## src/pms_map.vh

```
`ifndef PMS_MAP_VH
`define PMS_MAP_VH
// Register byte addresses
`define PMS_CTRL_ADDR     12'h000
`define PMS_CLKCFG_ADDR   12'h004
`define PMS_WAKECFG_ADDR  12'h008
`define PMS_STATUS_ADDR   12'h00c
`define PMS_RSTCAUSE_ADDR 12'h010
`define PMS_PINWAKE_ADDR  12'h014
// Mode request codes in CTRL[1:0]
`define PMS_REQ_NONE      2'h0
`define PMS_REQ_IDLE      2'h1
`define PMS_REQ_STANDBY   2'h2
`define PMS_REQ_SHUTDOWN  2'h3
// CLKCFG fields
`define PMS_CLK_HS_RC_BIT 0
`define PMS_CLK_LS_XTAL_BIT 1
`define PMS_CLK_LSOUT_BIT 2
// WAKECFG fields
`define PMS_WAKE_PIN_BIT  0
`define PMS_WAKE_RTC_BIT  1
`define PMS_WAKE_SC_BIT   2
`define PMS_WAKECFG_RST   3'h7
// Reset cause codes
`define PMS_CAUSE_POR     2'h0
`define PMS_CAUSE_PIN     2'h1
`define PMS_CAUSE_WAKEPIN 2'h2
// Wake latencies and system clock period, ns
`define PMS_T_IDLE_NS     14000
`define PMS_T_STBY_NS     151000
`define PMS_T_SHUT_NS     1015000
`define PMS_CLK_NS        20
`endif

```

## src/pms_counter.v

```verilog
`timescale 1ns/1ns
// Down counter for wake latency; done is a level while count is zero
module pms_counter #(
   parameter W = 16
) (
   input  wire         clk_sys,
   input  wire         reset_n,
   input  wire         clk_en,
   input  wire         load,
   input  wire [W-1:0] value,
   output wire         done
);
   reg [W-1:0] cnt_r;
   always @(posedge clk_sys or negedge reset_n) begin
      if (!reset_n) begin
         cnt_r <= {W{1'b0}};
      end else if (clk_en) begin
         if (load) begin
            cnt_r <= value;
         end else if (cnt_r != {W{1'b0}}) begin
            cnt_r <= cnt_r - {{(W-1){1'b0}}, 1'b1};
         end
      end
   end
   assign done = (cnt_r == {W{1'b0}});
endmodule

```

## src/pms_sequencer.v

```verilog
// Local design decisions: the placing of the registers and the APB slave port.
`include "pms_map.vh"
`timescale 1ns/1ns
module pms_sequencer #(
   parameter CW        = 16,
   parameter T_SHUT_CY = (`PMS_T_SHUT_NS + `PMS_CLK_NS - 1) / `PMS_CLK_NS,
   parameter RECHG_CY  = 1000,
   parameter NPIN      = 8
) (
   input  wire            clk_sys,
   input  wire            reset_n,
   input  wire            clk_en,
   input  wire            psel,
   input  wire            penable,
   input  wire            pwrite,
   input  wire [11:0]     paddr,
   input  wire [31:0]     pwdata,
   output reg  [31:0]     prdata,
   output reg             pready,
   output reg             pslverr,
   input  wire            reset_pin_n,
   input  wire            por_event,
   input  wire            brownout_trip,
   input  wire            irq_any,
   input  wire            rtc_event,
   input  wire            sc_event,
   input  wire [NPIN-1:0] pin_in,
   input  wire            lf_xtal_present,
   output reg             cpu_clk_en,
   output reg             cpu_reset,
   output reg             mem_clk_en,
   output reg             periph_pwr,
   output reg             flash_pwr,
   output reg             radio_pwr,
   output reg             hs_clk_en,
   output reg             hs_sel_rc,
   output reg             xtal_doubler_en,
   output reg             ls_sel_rc,
   output reg             ls_clk_en,
   output reg             ls_clk_to_pin,
   output reg             always_on_domain_pwr,
   output reg             sc_pwr,
   output reg             io_latch,
   output reg             supply_recharge,
   output reg             brownout_detector_en,
   output reg             por_detector_en,
   output reg             resume_ctx
);
   localparam [6:0] S_RESET  = 7'h01;
   localparam [6:0] S_ACTIVE = 7'h02;
   localparam [6:0] S_IDLE   = 7'h04;
   localparam [6:0] S_STBY   = 7'h08;
   localparam [6:0] S_SHUT   = 7'h10;
   localparam [6:0] S_PINHLD = 7'h20;
   localparam [6:0] S_WAKE   = 7'h40;
   // Integer figures cut to counter width on purpose
   localparam integer  T_IDLE_I  = (`PMS_T_IDLE_NS + `PMS_CLK_NS - 1) / `PMS_CLK_NS;
   localparam integer  T_STBY_I  = (`PMS_T_STBY_NS + `PMS_CLK_NS - 1) / `PMS_CLK_NS;
   localparam integer  T_SHUT_I  = T_SHUT_CY;
   localparam integer  RECHG_I   = RECHG_CY;
   localparam [CW-1:0] T_IDLE_CY = T_IDLE_I[CW-1:0];
   localparam [CW-1:0] T_STBY_CY = T_STBY_I[CW-1:0];
   localparam [CW-1:0] T_SHUT_W  = T_SHUT_I[CW-1:0];
   localparam [CW-1:0] RECHG_W   = RECHG_I[CW-1:0];

   // Pin synchronisers; first stages are read only by the second
   reg            rpin_s1_r, rpin_s2_r;
   reg            por_s1_r, por_s2_r;
   reg            bod_s1_r, bod_s2_r;
   reg            rtc_s1_r, rtc_s2_r;
   reg            sc_s1_r, sc_s2_r;
   reg [NPIN-1:0] pin_s1_r, pin_s2_r, pin_ref_r;

   reg [6:0]      state_r, state_nxt;
   reg [1:0]      req_r;
   reg [2:0]      clkcfg_r;
   reg [2:0]      wakecfg_r;
   reg [NPIN-1:0] pinwake_r;
   reg [1:0]      cause_r;
   reg            lock_r;
   reg            resume_r;
   reg [CW-1:0]   rechg_cnt_r;
   reg            ld;
   reg [CW-1:0]   ld_val;
   wire           lat_done;

   wire wr_en = psel & penable & pwrite & clk_en;
   wire rd_en = psel & ~penable & ~pwrite;

   always @(posedge clk_sys or negedge reset_n) begin
      if (!reset_n) begin
         rpin_s1_r <= 1'b1;
         rpin_s2_r <= 1'b1;
         por_s1_r  <= 1'b0;
         por_s2_r  <= 1'b0;
         bod_s1_r  <= 1'b0;
         bod_s2_r  <= 1'b0;
         rtc_s1_r  <= 1'b0;
         rtc_s2_r  <= 1'b0;
         sc_s1_r   <= 1'b0;
         sc_s2_r   <= 1'b0;
         pin_s1_r  <= {NPIN{1'b0}};
         pin_s2_r  <= {NPIN{1'b0}};
      end else if (clk_en) begin
         rpin_s1_r <= reset_pin_n;
         rpin_s2_r <= rpin_s1_r;
         por_s1_r  <= por_event;
         por_s2_r  <= por_s1_r;
         bod_s1_r  <= brownout_trip;
         bod_s2_r  <= bod_s1_r;
         rtc_s1_r  <= rtc_event;
         rtc_s2_r  <= rtc_s1_r;
         sc_s1_r   <= sc_event;
         sc_s2_r   <= sc_s1_r;
         pin_s1_r  <= pin_in;
         pin_s2_r  <= pin_s1_r;
      end
   end

   wire pin_change  = |((pin_s2_r ^ pin_ref_r) & pinwake_r);
   wire stby_wake   = (pin_change & wakecfg_r[`PMS_WAKE_PIN_BIT]) |
                      (rtc_s2_r & wakecfg_r[`PMS_WAKE_RTC_BIT]) |
                      (sc_s2_r & wakecfg_r[`PMS_WAKE_SC_BIT]);

   pms_counter #(
      .W (CW)
   ) u_lat (
      .clk_sys (clk_sys),
      .reset_n (reset_n),
      .clk_en  (clk_en),
      .load    (ld),
      .value   (ld_val),
      .done    (lat_done)
   );

   always @* begin
      state_nxt = state_r;
      ld        = 1'b0;
      ld_val    = T_IDLE_CY;
      if (por_s2_r) begin
         // Power-on reset wins from every mode
         state_nxt = S_RESET;
         ld        = 1'b1;
         ld_val    = T_SHUT_W;
      end else if (!rpin_s2_r) begin
         state_nxt = S_PINHLD;
      end else begin
         case (state_r)
            S_RESET: begin
               if (lat_done) begin
                  state_nxt = S_ACTIVE;
               end
            end
            S_ACTIVE: begin
               // Low-power entry only from here
               case (req_r)
                  `PMS_REQ_IDLE:     state_nxt = S_IDLE;
                  `PMS_REQ_STANDBY:  state_nxt = S_STBY;
                  `PMS_REQ_SHUTDOWN: state_nxt = S_SHUT;
                  default:           state_nxt = S_ACTIVE;
               endcase
            end
            S_IDLE: begin
               if (irq_any | stby_wake) begin
                  state_nxt = S_WAKE;
                  ld        = 1'b1;
                  ld_val    = T_IDLE_CY;
               end
            end
            S_STBY: begin
               if (stby_wake) begin
                  state_nxt = S_WAKE;
                  ld        = 1'b1;
                  ld_val    = T_STBY_CY;
               end
            end
            S_SHUT: begin
               if (pin_change) begin
                  state_nxt = S_RESET;
                  ld        = 1'b1;
                  ld_val    = T_SHUT_W;
               end
            end
            S_PINHLD: begin
               // Released pin runs the full reset sequence
               state_nxt = S_RESET;
               ld        = 1'b1;
               ld_val    = T_SHUT_W;
            end
            S_WAKE: begin
               if (lat_done && !lock_r) begin
                  state_nxt = S_ACTIVE;
               end
            end
            default: state_nxt = S_RESET;
         endcase
      end
   end

   always @(posedge clk_sys or negedge reset_n) begin
      if (!reset_n) begin
         state_r     <= S_RESET;
         req_r       <= `PMS_REQ_NONE;
         clkcfg_r    <= 3'h0;
         wakecfg_r   <= `PMS_WAKECFG_RST;
         pinwake_r   <= {NPIN{1'b0}};
         pin_ref_r   <= {NPIN{1'b0}};
         cause_r     <= `PMS_CAUSE_POR;
         lock_r      <= 1'b0;
         resume_r    <= 1'b0;
         rechg_cnt_r <= {CW{1'b0}};
      end else if (clk_en) begin
         state_r <= state_nxt;
         // Request is consumed on entry so a wake does not re-enter
         if (state_r == S_ACTIVE && state_nxt != S_ACTIVE) begin
            req_r <= `PMS_REQ_NONE;
         end else if (wr_en && paddr == `PMS_CTRL_ADDR) begin
            req_r <= pwdata[1:0];
         end
         if (wr_en && paddr == `PMS_CLKCFG_ADDR) begin
            clkcfg_r <= pwdata[2:0];
         end
         if (wr_en && paddr == `PMS_WAKECFG_ADDR) begin
            wakecfg_r <= pwdata[2:0];
         end
         if (wr_en && paddr == `PMS_PINWAKE_ADDR) begin
            pinwake_r <= pwdata[NPIN-1:0];
         end
         if (state_r == S_ACTIVE) begin
            pin_ref_r <= pin_s2_r;
         end
         // Shutdown, pin-hold and reset entry lose clock and wake configuration; shutdown keeps the pin-wake mask
         if (state_nxt == S_SHUT || state_nxt == S_PINHLD || state_nxt == S_RESET && state_r != S_RESET) begin
            clkcfg_r  <= 3'h0;
            wakecfg_r <= `PMS_WAKECFG_RST;
            if (state_nxt != S_SHUT) begin
               pinwake_r <= {NPIN{1'b0}};
            end
         end
         if (por_s2_r) begin
            cause_r <= `PMS_CAUSE_POR;
         end else if (state_r == S_PINHLD) begin
            cause_r <= `PMS_CAUSE_PIN;
         end else if (state_r == S_SHUT && state_nxt == S_RESET) begin
            cause_r <= `PMS_CAUSE_WAKEPIN;
         end
         // Brownout only seen in standby while detector is disabled
         if (state_r == S_RESET || state_r == S_PINHLD) begin
            lock_r <= 1'b0;
         end else if (bod_s2_r && state_r == S_STBY && !brownout_detector_en) begin
            lock_r <= 1'b1;
         end
         resume_r <= (state_r == S_STBY) ? 1'b1 :
                     (state_r == S_RESET) ? 1'b0 : resume_r;
         if (state_r == S_STBY) begin
            rechg_cnt_r <= (rechg_cnt_r == {CW{1'b0}}) ? RECHG_W : rechg_cnt_r - {{(CW-1){1'b0}}, 1'b1};
         end else begin
            rechg_cnt_r <= {CW{1'b0}};
         end
      end
   end

   wire recharge = (state_r == S_STBY) && (rechg_cnt_r == {CW{1'b0}});

   // APB: zero wait, unmapped read zero with error
   wire mapped = (paddr == `PMS_CTRL_ADDR) || (paddr == `PMS_CLKCFG_ADDR) ||
                 (paddr == `PMS_WAKECFG_ADDR) || (paddr == `PMS_STATUS_ADDR) ||
                 (paddr == `PMS_RSTCAUSE_ADDR) || (paddr == `PMS_PINWAKE_ADDR);

   always @(posedge clk_sys or negedge reset_n) begin
      if (!reset_n) begin
         prdata  <= 32'h0;
         pready  <= 1'b0;
         pslverr <= 1'b0;
      end else if (clk_en) begin
         pready  <= psel & ~penable;
         pslverr <= psel & ~penable & ~mapped;
         if (rd_en) begin
            case (paddr)
               `PMS_CTRL_ADDR:     prdata <= {30'h0, req_r};
               `PMS_CLKCFG_ADDR:   prdata <= {29'h0, clkcfg_r};
               `PMS_WAKECFG_ADDR:  prdata <= {29'h0, wakecfg_r};
               `PMS_STATUS_ADDR:   prdata <= {23'h0, lock_r, resume_r, state_r};
               `PMS_RSTCAUSE_ADDR: prdata <= {30'h0, cause_r};
               `PMS_PINWAKE_ADDR:  prdata <= {{(32-NPIN){1'b0}}, pinwake_r};
               default:            prdata <= 32'h0;
            endcase
         end
      end
   end

   wire st_act  = (state_nxt == S_ACTIVE);
   wire st_idle = (state_nxt == S_IDLE);
   wire st_stby = (state_nxt == S_STBY);
   wire st_wake = (state_nxt == S_WAKE);
   wire aon_on  = ~(state_nxt == S_SHUT || state_nxt == S_PINHLD);

   always @(posedge clk_sys or negedge reset_n) begin
      if (!reset_n) begin
         cpu_clk_en           <= 1'b0;
         cpu_reset            <= 1'b1;
         mem_clk_en           <= 1'b0;
         periph_pwr           <= 1'b0;
         flash_pwr            <= 1'b0;
         radio_pwr            <= 1'b0;
         hs_clk_en            <= 1'b0;
         hs_sel_rc            <= 1'b1;
         xtal_doubler_en      <= 1'b0;
         ls_sel_rc            <= 1'b1;
         ls_clk_en            <= 1'b0;
         ls_clk_to_pin        <= 1'b0;
         always_on_domain_pwr <= 1'b0;
         sc_pwr               <= 1'b0;
         io_latch             <= 1'b0;
         supply_recharge      <= 1'b0;
         brownout_detector_en <= 1'b0;
         por_detector_en      <= 1'b1;
         resume_ctx           <= 1'b0;
      end else if (clk_en) begin
         cpu_clk_en           <= st_act;
         cpu_reset            <= (state_nxt == S_RESET) || !aon_on;
         mem_clk_en           <= st_act;
         periph_pwr           <= st_act | st_idle | st_wake;
         flash_pwr            <= st_act | st_idle | st_wake;
         radio_pwr            <= st_act | st_idle;
         hs_clk_en            <= st_act | st_idle | st_wake;
         hs_sel_rc            <= clkcfg_r[`PMS_CLK_HS_RC_BIT];
         xtal_doubler_en      <= (st_act | st_idle | st_wake) & ~clkcfg_r[`PMS_CLK_HS_RC_BIT];
         ls_sel_rc            <= ~(lf_xtal_present & clkcfg_r[`PMS_CLK_LS_XTAL_BIT]);
         ls_clk_en            <= aon_on;
         ls_clk_to_pin        <= aon_on & clkcfg_r[`PMS_CLK_LSOUT_BIT];
         always_on_domain_pwr <= aon_on;
         sc_pwr               <= aon_on;
         io_latch             <= st_stby | (state_nxt == S_SHUT);
         supply_recharge      <= ~st_stby | recharge;
         brownout_detector_en <= st_act | st_idle | st_wake | (st_stby & recharge);
         por_detector_en      <= 1'b1;
         resume_ctx           <= st_wake & resume_r;
      end
   end
endmodule

```

## config.mk

```make
export PLATFORM = sky130hd
export DESIGN_NAME = pms_sequencer
export DESIGN_NICKNAME = d
export VERILOG_FILES = /design/src/pms_counter.v /design/src/pms_sequencer.v
export VERILOG_INCLUDE_DIRS = /design/src
export SDC_FILE = /design/constraint.sdc
export NUM_CORES = 1
export LEC_CHECK = 0
export ABC_CLOCK_PERIOD_IN_PS = 5500
export BUFFER_PORTS_ARGS = -buffer_cell sky130_fd_sc_hd__buf_4
export CAP_MARGIN = 10
export CORE_MARGIN = 3
export CORE_UTILIZATION = 38
export CTS_CLUSTER_SIZE = 20
export DETAILED_ROUTE_END_ITERATION = 16
export PLACE_DENSITY = 0.62
export SYNTH_ARGS = -nofsm -noshare
export SYNTH_HDL_FRONTEND = slang
export SYNTH_SLANG_ARGS = --single-unit
```

## constraint.sdc

```tcl
create_clock -name clk_sys -period 5.5 [get_ports clk_sys]
set_input_delay 0.825 -clock clk_sys [delete_from_list [all_inputs] [get_ports clk_sys]]
set_output_delay 0.825 -clock clk_sys [all_outputs]
set_load 0.005 [all_outputs]
```

==> summary.txt, run 1 <==
Run status
  – Outcome: finished clean

Floorplan
  – Die area: 18500 µm²
  – Initial Util: 39.7%
  – Core box area: 16200 µm²
  – IO Pins: 118
  – DIE WIDTH: 136 µm
  – Die Ht: 136 µm
  – Cell Rows: 46

Global routing
  – GR Util All Layers: 17.5%
  – Vias in the first global route: 5145
  – Initial antenna violation count: 0
  – First-pass GRT wire length: 25.7 mm
  – Largest net degree at the start of global routing: 62
  – Total grt overflow: 0

Setup path
  – Critical Path Sink: pinwake_r[7]
  – Crit Path Class: reg2reg
  – Critical Path Source Type: register
  – WP data required: 5.78 ns
  – Worst Setup End Kind: register
  – Worst path arrival time: 3.46 ns
  – FF-to-FF setup slack: 2.31 ns
  – Reg2reg end: pinwake_r[7]
  – CP startpoint: pin_s2_r[6]
  – Worst R2R Path Depth: 7
  – Peak fanout along the critical path: 12
  – Reg2reg start: pin_s2_r[6]

Drt
  – Vias per cell: 5.54
  – DR pass1 iterations: 5
  – Average wire per standard cell: 16.5 µm
  – Drt total wl: 15.7 mm
  – Met1 WL: 6.93 mm
  – DRC: 0
  – Met3 WL post-DR: 678 µm
  – Highest metal used: met4
  – Vias: 5248
  – Antenna-violating nets left: 0
  – Detailed Route Iter0 Violations: 373
  – WL met2: 7.60 mm

Clock tree
  – Root Buffer: clkbuf_16
  – Postcts setup bufs: 0
  – CTS tree: built
  – Clock transition at path regs: 0.06 ns
  – Maximum buffer depth of the clock tree: 2
  – CTS Buf Count: 17
  – # clock sinks: 117
  – CTS resizes: 0
  – Worst-Skew Late Latency: 0.42 ns
  – CTS Hold Bufs: 0
  – H-tree Lvls: 4

Finish
  – Synth-to-Final Area Change: 17.2%
  – Final instance area: 7510 µm²
  – Core Util, Final: 46.5%
  – N_diodes: 0
  – Nets: 787
  – Layout cells sized above 1: 23.0%

Placed design
  – GP Congestion: 0.899
  – Placed cell area: 6940 µm²
  – PortBufs: 69
  – DP Wirelength: 11.2 mm

Synthesis
  – Async SR Flop Fraction: 100%
  – Area leader, netlist: dfrtp_1
  – Sequential fraction of the synthesis area: 45.8%
  – Yosys cell types: 78
  – Area share of the largest cell type after synthesis: 42.1%
  – Syn Inst Count: 669
  – Synth Area per Inst: 9.59 µm²
  – Top post-synthesis cells by count: dfrtp_1, nand2_1, a21oi_1
  – EDFF count, synth: 0
  – Yosys reg bits: 117
  – Mapped Area: 6410 µm²
  – Warnings from Yosys: 0
  – Most used DFF post-synth: dfrtp_1
  – Top-count cell post-synth: dfrtp_1
  – Ranking of synthesized cells by area: dfrtp_1, mux2_2, dfstp_2, a21oi_1, buf_4

Timing
  – Worst-margin pin slew: 0.909 ns
  – Setup TNS: 0 ns
  – Hold Fails Final Rpt: 0
  – Minimum clock period: 3.19 ns
  – Worst rel slew slack: 39.4%
  – Final Cycle Share: 57.9%
  – Max Fclk: 314 MHz
  – Clk_skew: 0.0125 ns
  – Final setup viols: 0
  – Setup repair after global routing missed its margin: false
  – Final Slew Violations: 0

Power and ir drop
  – Leak pwr: 3.30 nW
  – Pint: 1.71 mW
  – Part of the power in registers: 41.2%
  – VDD IR-drop max: 0.000220 V
  – Clock power share: 44.7%
  – Power, Total: 2.42 mW
  – Sw Ratio: 29.2%
  – Power density cells: 322 nW/µm²
  – Comb pwr share: 14.2%
  – P_sw: 0.706 mW

Flow run
  – Max-cap violation count: 0

Hold path
  – HP Class: reg2reg
  – Hold depth: 2
-- area by class of cell --
| class | instances | area [µm²] |
|---|---|---|
| Timing Repair Buffer | 71 | 533 |
| Multi-Input combinational cell | 469 | 3040 |
| Tap cell | 216 | 270 |
| Fill cell | 1524 | 8660 |
| Clock inverter | 15 | 154 |
| Clock buffer | 17 | 425 |
| Sequential cell | 117 | 2940 |
| Inverter | 42 | 158 |
-- critical path, stage by stage (launching register included) --
cell      delay, ns
dfrtp_1        0.40
xor2_1         0.16
a22oi_1        0.21
nand4_1        0.56
o31ai_1        0.89
o21ba_2        0.33
o21bai_2       0.35
o22ai_1        0.15
-- stage by stage --
step                      hold slack (ns)  setup WS (ns)  cells
final                               0.476           2.31    947
after CTS                           0.480           2.33    947
after floorplan                     0.415           3.03    691
after global placement              0.458           2.40    915
after detailed placement            0.470           2.35    915
after global routing                0.501           2.14    947
-- logic make-up after synthesis --
| group | Yosys count | synth area share [%] |
|---|---|---|
| xor+xnor | 13 | 1.78 |
| fa+ha+maj | 4 | 0.780 |
| flops | 117 | 45.8 |
| other cells | 2 | 0.117 |
| simple gates | 197 | 16.1 |
| buf+inv | 105 | 8.14 |
| mux | 46 | 8.13 |
| compound gates | 185 | 19.2 |
-- routing by layer --
metal	vias up	GRT usage (%)
met3	32	3.26
met1	2571	22.5
met4	0	8.34
met5	-	0
met2	158	28.6
li1	2487	-
-- power groups by stage --
| stage | registers (mW) | logic, mW | clock network (mW) |
|---|---|---|---|
| 6_report | 0.996 | 0.343 | 1.08 |
| 5_1_grt | 1.00 | 0.385 | 1.14 |
| 4_1_cts | 0.994 | 0.345 | 1.10 |
| 3_5_place_dp | 1.01 | 0.343 | 0 |
| 3_3_place_gp | 1.01 | 0.334 | 0 |
| 2_1_floorplan | 0.978 | 0.267 | 0 |
-- how the worst min path moves through the flow --
| stage | start | end | slack [ns] |
|---|---|---|---|
| 3_5_place_dp | hs_sel_rc | hs_sel_rc | 0.47 |
| 5_1_grt | rechg_cnt_r[15] | rechg_cnt_r[15] | 0.50 |
| 6_report | hs_sel_rc | hs_sel_rc | 0.48 |
| 3_3_place_gp | rechg_cnt_r[13] | rechg_cnt_r[13] | 0.46 |
| 4_1_cts | hs_sel_rc | hs_sel_rc | 0.48 |
| 2_1_floorplan | clkcfg_r[1] | ls_sel_rc | 0.41 |
-- state kept, by name (all words and copies together), names as in the netlist, 2 cells and up --
| register | flops |
|---|---|
| cause_r | 2 |
| clkcfg_r | 3 |
| pin_ref_r | 8 |
| pin_s1_r | 8 |
| pin_s2_r | 8 |
| pinwake_r | 8 |
| prdata | 9 |
| rechg_cnt_r | 16 |
| req_r | 2 |
| state_r | 7 |
| u_lat.cnt_r | 16 |
| wakecfg_r | 3 |
-- layout by cell type, fill, tap and decap left out, drive strengths merged, types with 5 or more instances in the layout --
master	instances
dfrtp	108
buf	71
nand2	54
inv	53
a21oi	46
o21ai	46
nor2	43
mux2	39
conb	24
nand3	20
clkbuf	17
nor3	17
a22oi	11
o22ai	10
xor2	10
dfstp	9
nand4	9
o31ai	8
nor4	8
and3	6
nand2b	6
mux2i	6
a31oi	6
or3	5
o211ai	5
o22a	5
or4	5
(Power assumes the default switching activity.)
==> run 2, diff against run 1 <==
Settings changed: ABC_AREA set to 1, ABC_CLOCK_PERIOD_IN_PS 5500 to 3300.
Clock period 5.5 ns to 3.3 ns, I/O delays scaled along.
==> run 2 against run 1 <==
  * Sequential power rose by 73%
  * Flip-flop and latch count is the same
  * Global-route usage increased by 0.34 points
  * Non-clock buffer count up 3
  * Wire length rose by 1.4%
  * Total power grew 72%
  * Fmax is 45% higher
  * Combinational power grew 100%
  * Clock skew is 0.0049 ns lower
  * Utilization fell by 0.33 points
  * Worst hold slack lost 0.35 ns
  * Clock-buffer cell count rose by 1
==> summary.txt, run 2 <==
Run status
  – Outcome: finished clean

Synthesis
  – Async SR Flop Fraction: 100% (unchanged)
  – Most used DFF post-synth: dfrtp_1
  – Warnings from Yosys: 0 (unchanged)
  – Syn Inst Count: 865 (+29%)
  – Top post-synthesis cells by count: nand2_1, dfrtp_1, inv_1
  – Ranking of synthesized cells by area: dfrtp_1, nand2_1, inv_1, nand3_1, o21ai_0
  – Sequential fraction of the synthesis area: 44.8% (-1.1 points)
  – Top-count cell post-synth: nand2_1
  – Area leader, netlist: dfrtp_1
  – Yosys reg bits: 117 (unchanged)
  – Area share of the largest cell type after synthesis: 41.2% (-0.99 points)
  – Mapped Area: 6570 µm² (+2.4%)
  – EDFF count, synth: 0 (unchanged)
  – Yosys cell types: 40 (-49%)
  – Synth Area per Inst: 7.59 µm² (-21%)

Finish
  – Final instance area: 7730 µm² (+2.9%)
  – Synth-to-Final Area Change: 17.7%
  – Nets: 999 (+27%)
  – Most frequent cells in the layout: nand2_1, dfrtp_1, inv_1
  – Layout cells sized above 1: 17.3% (-5.7 points)
  – Commonest non-fill, non-tap cell in the layout: nand2_1
  – N_diodes: 0 (unchanged)
  – Regs by FF count: rechg_cnt_r (16), u_lat.cnt_r (16), prdata (9)

Timing
  – Setup TNS: 0 ns (unchanged)
  – Clk_skew: 0.00757 ns (-0.00494 ns)
  – Final setup viols: 0 (unchanged)
  – Final Cycle Share: 66.5% (+8.6 points)
  – Minimum clock period: 2.19 ns (-0.992 ns)
  – Max Fclk: 456 MHz (+45%)
  – Worst-margin pin slew: 0.729 ns (-0.179 ns)
  – Setup repair after global routing missed its margin: false
  – Worst rel slew slack: 51.4% (+12 points)
  – Final Slew Violations: 0 (unchanged)
  – Hold Fails Final Rpt: 0 (unchanged)

Drt
  – Detailed Route Iter0 Violations: 346 (-7.2%)
  – Average wire per standard cell: 13.7 µm (-17%)
  – Vias per cell: 4.80 (-13%)
  – DR pass1 iterations: 5 (unchanged)
  – DRC: 0 (unchanged)
  – Vias: 5581 (+6.3%)
  – Antenna-violating nets left: 0 (unchanged)
  – Drt total wl: 15.9 mm (+1.4%)

Global routing
  – First-pass GRT wire length: 26.4 mm (+2.9%)
  – Initial antenna violation count: 0 (unchanged)
  – GR Util All Layers: 17.8% (+0.34 points)
  – Vias in the first global route: 5293 (+2.9%)
  – Largest net degree at the start of global routing: 68 (+9.7%)
  – Total grt overflow: 0 (unchanged)

Setup path
  – Worst path arrival time: 2.53 ns (-0.93 ns)
  – Critical Path Source Type: register
  – Peak fanout along the critical path: 10 (-2)
  – CP peak stage delay: 0.44 ns (-0.45 ns)
  – Critical-path cell list: nor2_2 > nand3_1 > nor2_4 > inv_2 > nor2_1 > nand2_2 > a21oi_1 > o21ai_0 > o21ai_0
  – Crit Path Class: reg2reg
  – WP data required: 3.63 ns (-2.15 ns)
  – Most used cell, CP: o21ai_0
  – Worst Setup End Kind: register
  – Highest-delay cell along the critical path: dfrtp_1

Clock tree
  – CTS Buf Count: 17 (unchanged)
  – # clock sinks: 117 (unchanged)
  – CTS Hold Bufs: 0 (unchanged)
  – Clock transition at path regs: 0.06 ns (about the same)
  – H-tree Lvls: 4 (unchanged)
  – Root Buffer: clkbuf_16
  – Worst-Skew Late Latency: 0.42 ns (about the same)
  – CTS tree: built
  – Postcts setup bufs: 0 (unchanged)
  – CTS resizes: 0 (unchanged)
  – Maximum buffer depth of the clock tree: 2 (unchanged)

Floorplan
  – Cell Rows: 47 (+2.2%)
  – Die area: 18900 µm² (+2.3%)
  – Core box area: 16800 µm² (+3.6%)
  – IO Pins: 118 (unchanged)
  – DIE WIDTH: 137 µm (+1.1%)
  – Initial Util: 39.2% (-0.47 points)
  – Die Ht: 137 µm (+1.1%)

Power and ir drop
  – Sw Ratio: 30.5% (+1.3 points)
  – Part of the power in registers: 41.5% (+0.3 points)
  – Pint: 2.89 mW (+69%)
  – Power density cells: 537 nW/µm² (+67%)
  – Leak pwr: 3.93 nW (+19%)
  – Power, Total: 4.16 mW (+72%)
  – VDD IR-drop max: 0.000385 V (+75%)
  – P_sw: 1.27 mW (+79%)
  – Clock power share: 42.0% (-2.7 points)
  – Comb pwr share: 16.6% (+2.4 points)

Hold path
  – HP Class: in2async

Flow run
  – Max-cap violation count: 0 (unchanged)

Placed design
  – Placed cell area: 7170 µm² (+3.4%)
  – DP Wirelength: 11.5 mm (+2.7%)
  – PortBufs: 69 (unchanged)
  – GP Congestion: 0.891 (-0.88%)
[run 2: changes by cell type in the layout (fill, tap and decap cells not counted), moves of 7 or more]
cell / change
inv_6: -8
nand2_1: +195
a21oi_1: -20
inv_2: +7
nand3_1: +39
mux2_2: -39
o22ai_1: +7
inv_1: +50
nand2_2: +21
nor2_1: +32
o21ai_0: +12
a22oi_1: -11
[run 2: path summary, 6_finish.rpt]
path	start	end	slack [ns]	depth (start not counted)
max	state_r[1]	rechg_cnt_r[14]	1.11	9
min	reset_n	pin_s1_r[6]	0.13	1
max reg2reg	state_r[1]	rechg_cnt_r[14]	1.11	9
min reg2reg	wakecfg_r[2]	wakecfg_r[2]	0.46	2
max in group asynchronous	reset_n	hs_sel_rc	2.38	2
min in group clk_sys	lf_xtal_present	ls_sel_rc	0.23	2
[run 2: worst max-delay path, delay by kind of cell, from the launching register on]
kind | cells | cell delay, ns
AO/OA/AOI/OAI | 3 | 0.37
buffers and inverters | 1 | 0.10
flip-flops | 1 | 0.44
AND/OR/NAND/NOR | 5 | 1.19
[run 2: layer usage]
layer / wire length (µm) / global-route usage, % / vias to the layer above / share of wire (%)
li1: - / - / 2857 / -
met1: 7420 / 24.2 / 2582 / 47
met2: 7460 / 28.1 / 124 / 47
met3: 729 / 3.73 / 18 / 4.6
met4: 277 / 6.76 / 0 / 1.7
met5: 0 / 0 / - / 0
[run 2: cells by family after synthesis]
logic type / count (synthesis) / synth area share [%]
xor+xnor: 19 / 2.53
other cells: 2 / 0.114
buf+inv: 150 / 10.6
compound gates: 115 / 9.74
simple gates: 458 / 31.5
flops: 117 / 44.8
fa+ha+maj: 4 / 0.762
[run 2: power by group through the flow]
stage | combinational [mW] | clock (mW) | sequential, mW
3_5_place_dp | 0.691 | 0 | 1.74
2_1_floorplan | 0.522 | 0 | 1.72
5_1_grt | 0.805 | 1.83 | 1.74
6_report | 0.688 | 1.74 | 1.72
3_3_place_gp | 0.679 | 0 | 1.74
4_1_cts | 0.695 | 1.77 | 1.72
[run 2: metrics by stage]
step	hold WS, ns	setup WS [ns]	std cells	util, %
final	0.126	1.11	1163	46.1
after global routing	0.178	0.878	1163	46.1
after CTS	0.151	1.09	1163	46.1
after detailed placement	0.456	0.937	1131	42.8
after global placement	0.454	0.961	1131	42.8
after floorplan	0.199	1.54	887	-
[run 2: cell type report]
type / count / area, µm²
multi-input cells: 620 / 3010
flip-flops and latches: 117 / 2940
clock inverters: 14 / 130
well taps: 220 / 275
clock buffers: 18 / 429
inverters: 100 / 378
repair buffers: 74 / 568
fillers: 1681 / 9030
==> run 3, diff against run 2 <==
Settings changed: ABC_CLOCK_PERIOD_IN_PS 3300 to 2240.
Clock period 3.3 ns to 2.24 ns, I/O delays scaled along.
==> run 3 against run 2 <==
  * Wire length grew 2.1%
  * Fmax up 5.9%
  * Cell count grew 1.5%
  * Non-clock buffer count is 17 higher
  * Utilization grew 1.2 points
  * Register-to-register slack worse by 0.94 ns
  * Highest routed layer unchanged
==> summary.txt, run 3 (synthesized netlist as in run 2, its figures left out) <==
Clock tree
  – CTS Buf Count: 17 (unchanged)
  – Clock transition at path regs: 0.05 ns (about the same)
  – Worst-Skew Late Latency: 0.43 ns (about the same)
  – Maximum buffer depth of the clock tree: 2 (unchanged)
  – H-tree Lvls: 4 (unchanged)
  – # clock sinks: 117 (unchanged)
  – CTS tree: built
  – Root Buffer: clkbuf_16

Floorplan
  – Initial Util: 39.2% (unchanged)
  – IO Pins: 118 (unchanged)
  – Core box area: 16800 µm² (unchanged)
  – Cell Rows: 47 (unchanged)
  – DIE WIDTH: 137 µm (unchanged)
  – Die Ht: 137 µm (unchanged)
  – Die area: 18900 µm² (unchanged)

Power and ir drop
  – Power, Total: 6.20 mW (+49%)
  – Power density cells: 781 nW/µm² (+45%)
  – Leak pwr: 4.04 nW (+2.8%)
  – VDD IR-drop max: 0.000537 V (+39%)

Finish
  – Final instance area: 7930 µm² (+2.6%)
  – N_diodes: 0 (unchanged)
  – Layout cells sized above 1: 19.5% (+2.2 points)
  – Regs by FF count: rechg_cnt_r (16), u_lat.cnt_r (16), prdata (9)
  – Synth-to-Final Area Change: 20.8%
  – Nets: 1016 (+1.7%)
  – Commonest non-fill, non-tap cell in the layout: nand2_1
  – Most frequent cells in the layout: nand2_1, dfrtp_1, inv_1

Global routing
  – First-pass GRT wire length: 26.7 mm (+1.1%)
  – Initial antenna violation count: 0 (unchanged)
  – Largest net degree at the start of global routing: 45 (-34%)
  – Vias in the first global route: 5306 (+0.25%)
  – Total grt overflow: 0 (unchanged)
  – GR Util All Layers: 18.2% (+0.35 points)

Setup path
  – Worst path arrival time: 2.43 ns (-0.10 ns)
  – Peak fanout along the critical path: 5 (-5)
  – Most used cell, CP: inv_2
  – Buf+Inv Stages, Crit Path: 3 (+2)
  – FF-to-FF setup slack: 0.17 ns (-0.94 ns)
  – Critical path depth in cells: 11 (+2)
  – Critical Path Source Type: register
  – Reg2reg start: state_r[6]
  – Largest delay share family, worst path: simple AND/OR/NAND/NOR gates
  – Reg2reg end: brownout_detector_en
  – Crit Path Class: reg2reg
  – CP startpoint: state_r[6]
  – Highest-delay cell along the critical path: dfrtp_1
  – WP data required: 2.60 ns (-1.03 ns)
  – Worst R2R Path Depth: 11 (+2)
  – Worst Setup End Kind: register
  – Critical-path cell list: inv_2 > nand3_4 > nor2_2 > inv_2 > nand4_2 > nand2_2 > nor2_4 > buf_4 > nand2_1 > or2_2 > nand3_1
  – CP peak stage delay: 0.46 ns (+0.02 ns)
  – Critical Path Sink: brownout_detector_en

Placed design
  – Dpl ws: 0.135 ns (-0.803 ns)
  – DP Wirelength: 11.7 mm (+2.1%)
  – PortBufs: 69 (unchanged)
  – Placed cell area: 7250 µm² (+1.1%)
  – GP Congestion: 0.925 (+3.9%)

Timing
  – Setup WS post-layout: 0.169 ns (-0.937 ns)
  – Final setup viols: 0 (unchanged)
  – Final Slew Violations: 0 (unchanged)
  – Minimum clock period: 2.07 ns (-0.123 ns)
  – Max Fclk: 483 MHz (+5.9%)
  – Final Cycle Share: 92.4% (+26 points)
  – Worst rel slew slack: 61.9% (+11 points)
  – Setup TNS: 0 ns (unchanged)
  – Hold slack final: 0.0621 ns (-0.0644 ns)
  – Hold Fails Final Rpt: 0 (unchanged)
  – Setup repair after global routing missed its margin: true
  – Clk_skew: 0.00751 ns (-0.0000676 ns)
  – Worst-margin pin slew: 0.566 ns (-0.163 ns)

Drt
  – DRC: 0 (unchanged)
  – DR pass1 iterations: 5 (unchanged)
  – Average wire per standard cell: 13.8 µm (+0.66%)
  – Vias per cell: 4.79 (-0.28%)
  – Detailed Route Iter0 Violations: 403 (+16%)
  – Vias: 5647 (+1.2%)
  – Antenna-violating nets left: 0 (unchanged)
  – Drt total wl: 16.2 mm (+2.1%)

Flow run
  – Max-cap violation count: 0 (unchanged)

Hold path
  – Hold depth: 2
  – HP Class: in2reg

Run status
  – Outcome: finished clean
-- run 3: per-stage QoR --
| stage | std cells | util [%] |
|---|---|---|
| 6_report | 1180 | 47.3 |
| 5_1_grt | 1180 | 47.3 |
| 4_1_cts | 1173 | 46.7 |
| 3_5_place_dp | 1140 | 43.3 |
| 3_3_place_gp | 1140 | 43.3 |
| 2_1_floorplan | 887 | - |
-- run 3: metal layers --
metal	GRT usage [%]	share of wire [%]	vias up
met3	4.13	3.6	22
li1	-	-	2890
met1	24.9	47	2629
met4	6.98	1.8	0
met2	28.1	48	106
met5	0	0	-
-- run 3: area by class of cell --
type	count	area (µm²)
inverter	100	378
timing repair buffer	91	711
sequential	117	2940
clock inverter	14	129
fill	1693	8830
multi-input combinational	620	3060
clock buffer	18	439
tap	220	275
-- run 3: report_power, final --
part           internal, mW  switching, mW  leakage, nW
clock network          1.56           1.03        0.273
registers              2.36          0.187         1.50
logic                 0.403          0.658         2.26
total                  4.32           1.88         4.04
-- run 3: worst min-delay path by stage --
stage	startpoint	endpoint
finish	lf_xtal_present	ls_sel_rc
global route	lf_xtal_present	ls_sel_rc
CTS	lf_xtal_present	ls_sel_rc
detailed placement	reset_n	rechg_cnt_r[12]
global placement	reset_n	rechg_cnt_r[12]
floorplan	reset_n	bod_s1_r
-- run 3: repair_timing --
action / 4_1_cts / 5_1_grt
hold endpoints to repair: 37 / 0
setup buffers: 0 / 7
hold buffers: 1 / 0
setup endpoints to repair: 0 / 30
gates resized for setup: 0 / 11
